==> src/logic/alarm_io_defs.vh <==
`ifndef ALARM_IO_DEFS_VH
`define ALARM_IO_DEFS_VH

// Clock rate in kHz and update period in ms.
`define CLOCK_KHZ 125000
`define UPDATE_MS 200
// Update period in clock cycles.
`define UPDATE_CYCLES (`UPDATE_MS * `CLOCK_KHZ)
// Calibration request pulse window in ms.
`define CAL_PULSE_MIN_MS 1000
`define CAL_PULSE_MAX_MS 2000
// Window expressed in update ticks.
`define CAL_TICKS_MIN (`CAL_PULSE_MIN_MS / `UPDATE_MS)
`define CAL_TICKS_MAX (`CAL_PULSE_MAX_MS / `UPDATE_MS)
// Debounce settle count in clock cycles.
`define DEBOUNCE_CYCLES 16'h1000
// Relay output bit positions.
`define RLY_MAINT 0
`define RLY_CUSTOM 1
`define RLY_FAIL 2
`define RLY_VALID 3
`define RLY_PRE 4
`define RLY_CAL 5
`define RLY_ALARM 6
// Number of relay outputs and debounced inputs.
`define NUM_RELAYS 7
`define NUM_INPUTS 9
// Input bit positions in the debounced vector.
`define IN_ALARM_RESET 0
`define IN_LAMP_TEST 1
`define IN_SERVICE 2
`define IN_MAINT_BLOCK 3
`define IN_CAL_LINE 4
`define IN_GAS_FAULT 5
`define IN_EXT_FAULT 6
`define IN_MEAS_REQ 7
`define IN_CAL_REQ 8
// Inverting mask for closed-when-inactive relays.
`define RLY_INVERT_MASK 7'h54

`endif

==> src/logic/input_debounce.v <==
`include "alarm_io_defs.vh"

module input_debounce
#(
  parameter WIDTH = 9,
  parameter SETTLE = 16'h1000
)
(
  input wire clk,
  input wire rst_n,
  input wire [WIDTH-1:0] raw,
  output reg [WIDTH-1:0] clean
);

  reg [WIDTH-1:0] sync_a;
  reg [WIDTH-1:0] sync_b;
  reg [WIDTH-1:0] sync_c;

  always @(posedge clk or negedge rst_n)
  begin
    if (!rst_n)
    begin
      sync_a <= {WIDTH{1'b0}};
      sync_b <= {WIDTH{1'b0}};
      sync_c <= {WIDTH{1'b0}};
    end
    else
    begin
      sync_a <= raw;
      sync_b <= sync_a;
      sync_c <= sync_b;
    end
  end

  genvar i;
  generate
    for (i = 0; i < WIDTH; i = i + 1)
    begin : bit_filter
      reg [15:0] count;
      // A change counts only when stages two and three agree and hold.
      always @(posedge clk or negedge rst_n)
      begin
        if (!rst_n)
        begin
          count <= 16'h0000;
          clean[i] <= 1'b0;
        end
        else if (sync_b[i] != sync_c[i] || sync_c[i] == clean[i])
          count <= 16'h0000;
        else if (count == SETTLE)
        begin
          count <= 16'h0000;
          clean[i] <= sync_c[i];
        end
        else
          count <= count + 16'h0001;
      end
    end
  endgenerate

endmodule

==> src/logic/alarm_status_io.v <==
`include "alarm_io_defs.vh"

module alarm_status_io
#(
  parameter UPDATE_CYCLES = `UPDATE_CYCLES,
  parameter DEBOUNCE = `DEBOUNCE_CYCLES,
  parameter CAL_MIN = `CAL_TICKS_MIN,
  parameter CAL_MAX = `CAL_TICKS_MAX
)
(
  input wire CLOCK,
  input wire RSTN,
  input wire ALARM_RESET,
  input wire LAMP_TEST,
  input wire SERVICE_SWITCH,
  input wire MAINT_BLOCK,
  input wire CAL_LINE,
  input wire GAS_FAULT,
  input wire EXT_FAULT,
  input wire MEAS_STOP_REQ,
  input wire MENU_CAL_REQ,
  input wire SEL_SERVICE_REQUIREMENT,
  input wire SEL_LOW_PRE_ALARM,
  input wire SEL_LOW_ALARM,
  input wire ALARM_MODE_SELECT,
  input wire CUSTOM_LAMP_POLARITY_SELECT,
  input wire EXT_MALFUNCTION_DISABLE,
  input wire EXTERNAL_AUTO_CALIBRATION_MODE,
  input wire UNIT_MAINTENANCE,
  input wire UNIT_SERVICE_REQ,
  input wire UNIT_FAILURE,
  input wire UNIT_VALID,
  input wire UNIT_PRE_ALARM,
  input wire UNIT_LOW_PRE_ALARM,
  input wire UNIT_LOW_ALARM,
  input wire UNIT_CALIBRATING,
  input wire UNIT_ALARM,
  input wire UNIT_MEASURING,
  output reg [6:0] RELAY_CLOSED,
  output reg [6:0] LAMP_ON,
  output reg CAL_START,
  output reg MEAS_STOP_GRANT,
  output reg SERVICE_REQ_STATUS,
  output reg SELECT_ERROR
);

  //////////////////////////////////////////////////////////////////////////
  // synchronise and debounce
  wire [`NUM_INPUTS-1:0] raw_in;
  wire [`NUM_INPUTS-1:0] din;

  assign raw_in = {MENU_CAL_REQ, MEAS_STOP_REQ, EXT_FAULT, GAS_FAULT,
                   CAL_LINE, MAINT_BLOCK, SERVICE_SWITCH, LAMP_TEST,
                   ALARM_RESET};

  input_debounce #(
    .WIDTH(`NUM_INPUTS),
    .SETTLE(DEBOUNCE)
  ) debounce_inst (
    .clk(CLOCK),
    .rst_n(RSTN),
    .raw(raw_in),
    .clean(din)
  );

  // Jumpers and unit status are static or same-domain; they skip the debounce counter.
  reg [13:0] jmp_a;
  reg [13:0] jmp_b;
  reg [13:0] jmp_c;
  reg [13:0] jmp;
  wire [13:0] jmp_raw;

  assign jmp_raw = {UNIT_MEASURING, UNIT_ALARM, UNIT_CALIBRATING,
                    UNIT_LOW_ALARM, UNIT_LOW_PRE_ALARM, UNIT_PRE_ALARM,
                    UNIT_VALID, UNIT_FAILURE, UNIT_SERVICE_REQ,
                    UNIT_MAINTENANCE, SEL_LOW_ALARM, SEL_LOW_PRE_ALARM,
                    SEL_SERVICE_REQUIREMENT, ALARM_MODE_SELECT};

  // Pin inputs pass three flops; a change counts when stages two and three agree.
  always @(posedge CLOCK or negedge RSTN)
  begin
    if (!RSTN)
    begin
      jmp_a <= 14'h0000;
      jmp_b <= 14'h0000;
      jmp_c <= 14'h0000;
      jmp <= 14'h0000;
    end
    else
    begin
      jmp_a <= jmp_raw;
      jmp_b <= jmp_a;
      jmp_c <= jmp_b;
      jmp <= (jmp_b & jmp_c) | (jmp & (jmp_b | jmp_c));
    end
  end

  reg [2:0] misc_a;
  reg [2:0] misc_b;
  reg [2:0] misc_c;
  reg [2:0] misc;

  always @(posedge CLOCK or negedge RSTN)
  begin
    if (!RSTN)
    begin
      misc_a <= 3'h0;
      misc_b <= 3'h0;
      misc_c <= 3'h0;
      misc <= 3'h0;
    end
    else
    begin
      misc_a <= {EXTERNAL_AUTO_CALIBRATION_MODE, EXT_MALFUNCTION_DISABLE,
                 CUSTOM_LAMP_POLARITY_SELECT};
      misc_b <= misc_a;
      misc_c <= misc_b;
      misc <= (misc_b & misc_c) | (misc & (misc_b | misc_c));
    end
  end

  wire auto_mode;
  wire sel_svc;
  wire sel_lpre;
  wire sel_lalm;
  wire u_maint;
  wire u_svc;
  wire u_fail;
  wire u_valid;
  wire u_pre;
  wire u_lpre;
  wire u_lalm;
  wire u_cal;
  wire u_alarm;
  wire u_meas;
  wire lamp_invert;
  wire ext_disable;
  wire ext_auto;

  // Low level on the mode select is position 1-2, automatic clearing.
  assign auto_mode = ~jmp[0];
  assign sel_svc = jmp[1];
  assign sel_lpre = jmp[2];
  assign sel_lalm = jmp[3];
  assign u_maint = jmp[4];
  assign u_svc = jmp[5];
  assign u_fail = jmp[6];
  assign u_valid = jmp[7];
  assign u_pre = jmp[8];
  assign u_lpre = jmp[9];
  assign u_lalm = jmp[10];
  assign u_cal = jmp[11];
  assign u_alarm = jmp[12];
  assign u_meas = jmp[13];
  assign lamp_invert = misc[0];
  assign ext_disable = misc[1];
  assign ext_auto = misc[2];

  //////////////////////////////////////////////////////////////////////////
  // update period tick
  reg [31:0] tick_count;
  reg tick;

  always @(posedge CLOCK or negedge RSTN)
  begin
    if (!RSTN)
    begin
      tick_count <= 32'h00000000;
      tick <= 1'b0;
    end
    else if (tick_count == UPDATE_CYCLES - 1)
    begin
      tick_count <= 32'h00000000;
      tick <= 1'b1;
    end
    else
    begin
      tick_count <= tick_count + 32'h00000001;
      tick <= 1'b0;
    end
  end

  //////////////////////////////////////////////////////////////////////////
  // Alarm latch and commissioning state.
  reg alarm_latch;
  reg commissioning;
  wire service_mode;
  wire service_status;

  assign service_mode = din[`IN_SERVICE];
  assign service_status = u_svc | din[`IN_GAS_FAULT];

  // Commissioning starts active at reset so the safety contact opens at once.
  always @(posedge CLOCK or negedge RSTN)
  begin
    if (!RSTN)
    begin
      alarm_latch <= 1'b1;
      commissioning <= 1'b1;
    end
    else if (tick)
    begin
      if (u_meas)
        commissioning <= 1'b0;
      if (u_alarm)
        alarm_latch <= 1'b1;
      else if (din[`IN_ALARM_RESET])
        alarm_latch <= 1'b0;
      else if (commissioning && u_meas && auto_mode)
        alarm_latch <= 1'b0;
      else
        alarm_latch <= alarm_latch;
    end
  end

  //////////////////////////////////////////////////////////////////////////
  // customer function select
  reg custom_sig;
  reg sel_bad;

  always @*
  begin
    sel_bad = (sel_svc + sel_lpre + sel_lalm) != 2'h1;
    if (sel_lpre && !sel_svc && !sel_lalm)
      custom_sig = u_lpre;
    else if (sel_lalm && !sel_svc && !sel_lpre)
      custom_sig = u_lalm;
    else
      custom_sig = service_status;
  end

  // Active-level status vector before contact polarity.
  reg [6:0] active;

  always @*
  begin
    active[`RLY_MAINT] = u_maint;
    active[`RLY_CUSTOM] = custom_sig;
    active[`RLY_FAIL] = u_fail | (din[`IN_EXT_FAULT] & ~ext_disable);
    active[`RLY_VALID] = u_valid;
    active[`RLY_PRE] = u_pre;
    active[`RLY_CAL] = u_cal;
    active[`RLY_ALARM] = alarm_latch | commissioning;
    if (service_mode)
    begin
      active[`RLY_MAINT] = 1'b0;
      active[`RLY_FAIL] = 1'b0;
      active[`RLY_VALID] = 1'b1;
      active[`RLY_PRE] = 1'b1;
      active[`RLY_ALARM] = u_alarm;
    end
  end

  //////////////////////////////////////////////////////////////////////////
  // external calibration pulse
  reg [7:0] low_ticks;
  reg cal_pending;
  wire cal_low;

  assign cal_low = ~din[`IN_CAL_LINE];

  always @(posedge CLOCK or negedge RSTN)
  begin
    if (!RSTN)
    begin
      low_ticks <= 8'h00;
      cal_pending <= 1'b0;
    end
    else
    begin
      cal_pending <= 1'b0;
      if (tick)
      begin
        if (!cal_low || !ext_auto)
          low_ticks <= 8'h00;
        else if (low_ticks != CAL_MAX[7:0])
          low_ticks <= low_ticks + 8'h01;
        // Start while the line is still low, since a high line reads as a
        // block; a pulse held past the window therefore also starts once.
        if (ext_auto && cal_low && low_ticks == CAL_MIN[7:0])
          cal_pending <= 1'b1;
      end
    end
  end

  //////////////////////////////////////////////////////////////////////////
  // outputs; relays, lamps and status refreshed on tick
  reg [6:0] contact;

  always @*
  begin
    contact = active ^ `RLY_INVERT_MASK;
  end

  always @(posedge CLOCK or negedge RSTN)
  begin
    if (!RSTN)
    begin
      // Alarm-type contacts stay open until the first update.
      RELAY_CLOSED <= 7'h00;
      LAMP_ON <= 7'h00;
      CAL_START <= 1'b0;
      MEAS_STOP_GRANT <= 1'b0;
      SERVICE_REQ_STATUS <= 1'b0;
      SELECT_ERROR <= 1'b0;
    end
    else
    begin
      CAL_START <= din[`IN_CAL_LINE] ? 1'b0 :
                   (cal_pending | din[`IN_CAL_REQ]);
      MEAS_STOP_GRANT <= din[`IN_MEAS_REQ] & ~din[`IN_MAINT_BLOCK];
      if (tick)
      begin
        RELAY_CLOSED <= contact;
        LAMP_ON[`RLY_MAINT] <= u_maint | service_mode;
        LAMP_ON[`RLY_CUSTOM] <= custom_sig ^ lamp_invert;
        LAMP_ON[6:2] <= active[6:2];
        if (din[`IN_LAMP_TEST])
          LAMP_ON <= 7'h7F;
        SERVICE_REQ_STATUS <= service_status;
        SELECT_ERROR <= sel_bad;
      end
    end
  end

endmodule

==> config.mk <==
export PLATFORM = sky130hd
export DESIGN_NAME = alarm_status_io
export DESIGN_NICKNAME = d
export VERILOG_FILES = /design/src/logic/input_debounce.v /design/src/logic/alarm_status_io.v
export VERILOG_INCLUDE_DIRS = /design/src /design/src/logic
export SDC_FILE = /design/constraint.sdc
export NUM_CORES = 1
export LEC_CHECK = 0
export BUFFER_PORTS_ARGS = -buffer_cell sky130_fd_sc_hd__buf_2
export CAP_MARGIN = 40
export CORE_MARGIN = 5
export CORE_UTILIZATION = 35
export CTS_CLUSTER_SIZE = 16
export DETAILED_ROUTE_END_ITERATION = 8
export PLACE_DENSITY = 0.57
export SYNTH_ARGS = -nofsm -noshare
export SYNTH_HDL_FRONTEND = slang
export SYNTH_SLANG_ARGS = --single-unit
==> constraint.sdc <==
create_clock -name CLOCK -period 2.87 [get_ports CLOCK]
set_clock_uncertainty 0.15 [all_clocks]
set_input_delay 0.4305 -clock CLOCK [delete_from_list [all_inputs] [get_ports CLOCK]]
set_output_delay 0.4305 -clock CLOCK [all_outputs]
set_load 0.02 [all_outputs]
==> results.cfg <==
[outcome]
status = complete, no violations

[placed_design]
dp_cells = 1807
hpwl_mm = 16.8
globalplace.congestion = 0.820
preCtsSetupSlack_ns = 0.859
port_buffers = 45

[min_path]
hold_path.class = reg2reg

[sta]
slew_headroom_pct = 56.6
fin_crit_sh_pct = 70.7
hold_viol = 0
setup_viol = 0
worstMarginPinSlew_ns = 0.652
max_freq_mhz = 493
slew_violations = 0
setup_ws_ns = 0.842
rsz0062_at_grt = false
tns_ns = 0
fin_crit_ns = 2.03

[logic_synthesis]
ys_warn_count = 0
synth_edf_count = 0
netlist_area_um2 = 13500
avgSynthCellArea_um2 = 10.7
synth_cell_types = 54
syn_nets = 1307
ys_ff_latch = 310
yosys_most_used_dff = dfrtp_1
syn_inst = 1255
yosysSeqAreaShare_pct = 57.5
async_flop_share_pct = 100

[layout]
diodes = 0
final_common_cell = dfrtp_1
layout.nets = 1405
final_cell_mix = 308 x dfrtp_1, 191 x nor2_1, 69 x xnor2_1, 66 x xor2_1
area_growth_pct = 18.1
final-instance-count-excl-fill = 1898
drive_above_1_share_pct = 11.1

[critical_path]
startpoint_type = register
crit_path_max_incr_delay_ns = 0.47
crit_fanout = 9
critPathKind = reg2reg
critPathArrivalTime_ns = 2.31
end_kind = register
worstPathCellList = ha_1 > and3_1 > nand4_2 > or4_1 > a21oi_1
cp_slowest_cell = or4_1
crit_required_ns = 3.16

[floorplanning]
die_h_um = 206
die_x_um = 206
rows = 72
die_area_um2 = 42600
design.core.area_um2 = 38400
start_util_pct = 35.1
io_pins = 46

[clock_tree]
cts_max_path_buffers = 3
clock_sinks = 310
cts_tree = built
cts_buffers = 35
htreeDepth = 2
clk_pin_slew_ns = 0.06
root_buffer = clkbuf_16
cts_resized = 0
cts_setup_buffers = 0
clk_latency_ns = 0.51

[global_route]
grt_pass1_wl_mm = 44.2
globalRouteTotalUtil_pct = 12.2
grt_pass1_vias = 9139
grt_max_degree = 86
overflow = 0
antenna_found_initial = 0

[power_and_ir_drop]
power_leakage_nw = 6.73
finalPower_mw = 9.46
vdd_drop_max_mv = 0.458
power_density_nw_per_um2 = 594

[detailed_routing]
avgViaCountPerCell = 4.86
vias = 9223
drt_iter0_markers = 448
route.detailed.drc = 0
ant_nets = 0
wl_mm = 25.0
first_pass_iters = 7
wl_per_cell_um = 13.1

[job]
cap_viol_max_count = 0
[power breakdown]
group | switching, mW | internal (mW)
Combinational | 0.173 | 0.112
Clock | 1.73 | 2.92
Sequential | 0.0660 | 4.46
Total | 1.97 | 7.50
[synth_stat cells, types with 11 or more instances]
master | n | share of area (%)
dfrtp_1 | 308 | 57
nor2_1 | 191 | 5.3
xnor2_1 | 69 | 4.5
xor2_1 | 66 | 4.3
inv_1 | 61 | 1.7
nand2_1 | 61 | 1.7
nand4_1 | 61 | 2.8
nand3_1 | 59 | 2.2
nor4_1 | 41 | 1.9
a21oi_1 | 37 | 1.4
o21ai_0 | 29 | 1.1
nor3_1 | 27 | 1.0
clkbuf_1 | 24 | 0.67
ha_1 | 23 | 2.1
and3_1 | 21 | 0.97
nor3b_1 | 20 | 1.1
maj3_1 | 17 | 1.3
and4_1 | 14 | 0.91
or3_1 | 12 | 0.56
or4_1 | 11 | 0.61
[metrics by stage]
step                util, %  area (um2)  hold slack, ns
floorplan                 -       13500         -0.0151
global placement       37.6       14400           0.184
detailed placement     37.6       14400           0.186
CTS                    41.5       15900           0.199
global route           41.5       15900           0.200
finish                 41.5       15900           0.194
[worst max-delay path: cells and delay by family (launching register included)]
family	cells	cell delay, ns
flops	1	0.38
fa+ha+maj	1	0.19
simple gates	3	1.08
compound gates	1	0.15
[metal layers]
metal | wire length, um | vias up | GRT usage (%)
met2 | 11400 | 113 | 19.4
met4 | 558 | 0 | 3.68
li1 | - | 4572 | -
met1 | 12100 | 4498 | 17.2
met5 | 0 | - | 0
met3 | 853 | 40 | 2.12
[worst paths after layout]
| check | from | end | slack [ns] | cells past startpoint |
|---|---|---|---|---|
| setup / recovery | tick_count[0] | tick_count[20] | 0.84 | 5 |
| hold / removal | jmp_a[9] | jmp_b[9] | 0.19 | 0 |
| setup reg to reg | tick_count[0] | tick_count[20] | 0.84 | 5 |
| hold reg to reg | jmp_a[9] | jmp_b[9] | 0.19 | 0 |
| max in group asynchronous | RSTN | debounce_inst.clean[3] | 1.41 | 3 |
| min in group asynchronous | RSTN | debounce_inst.bit_filter[6].count[0] | 0.37 | 2 |
[final cells by class]
type                    count  area (um2)
inverters                  61         229
fillers                  3717       22400
multi-input cells         854        5380
flip-flops and latches    310        7760
well taps                 518         648
clock buffers              52        1020
repair buffers             91         702
clock inverters            12         196
[state kept, by name (all words and copies together), names as in the netlist, 3 cells and up]
register / count
jmp_b: 14
debounce_inst.sync_a: 9
misc_a: 3
misc_b: 3
debounce_inst.sync_b: 9
low_ticks: 8
LAMP_ON: 7
misc_c: 3
RELAY_CLOSED: 7
jmp: 14
debounce_inst.bit_filter.count: 144
tick_count: 32
debounce_inst.clean: 9
jmp_a: 14
jmp_c: 14
misc: 3
debounce_inst.sync_c: 9
[what timing repair did]
action                                  CTS  global route
hold buffers                             27             0
hold endpoints to repair                102             0
endpoints found under the setup margin    0             0
[cell families (layout without fill, tap and decap cells)]
logic type      count (synthesis)  after routing  share of synthesized area, %
simple gates                  561            561                          22.0
mux                             3              3                         0.250
xor+xnor                      135            135                          8.77
compound gates                114            114                          5.32
buf+inv                        91            216                          2.59
flops                         310            310                          57.5
fa+ha+maj                      41             41                          3.54
Note: power is estimated with default switching activity, not from simulation.
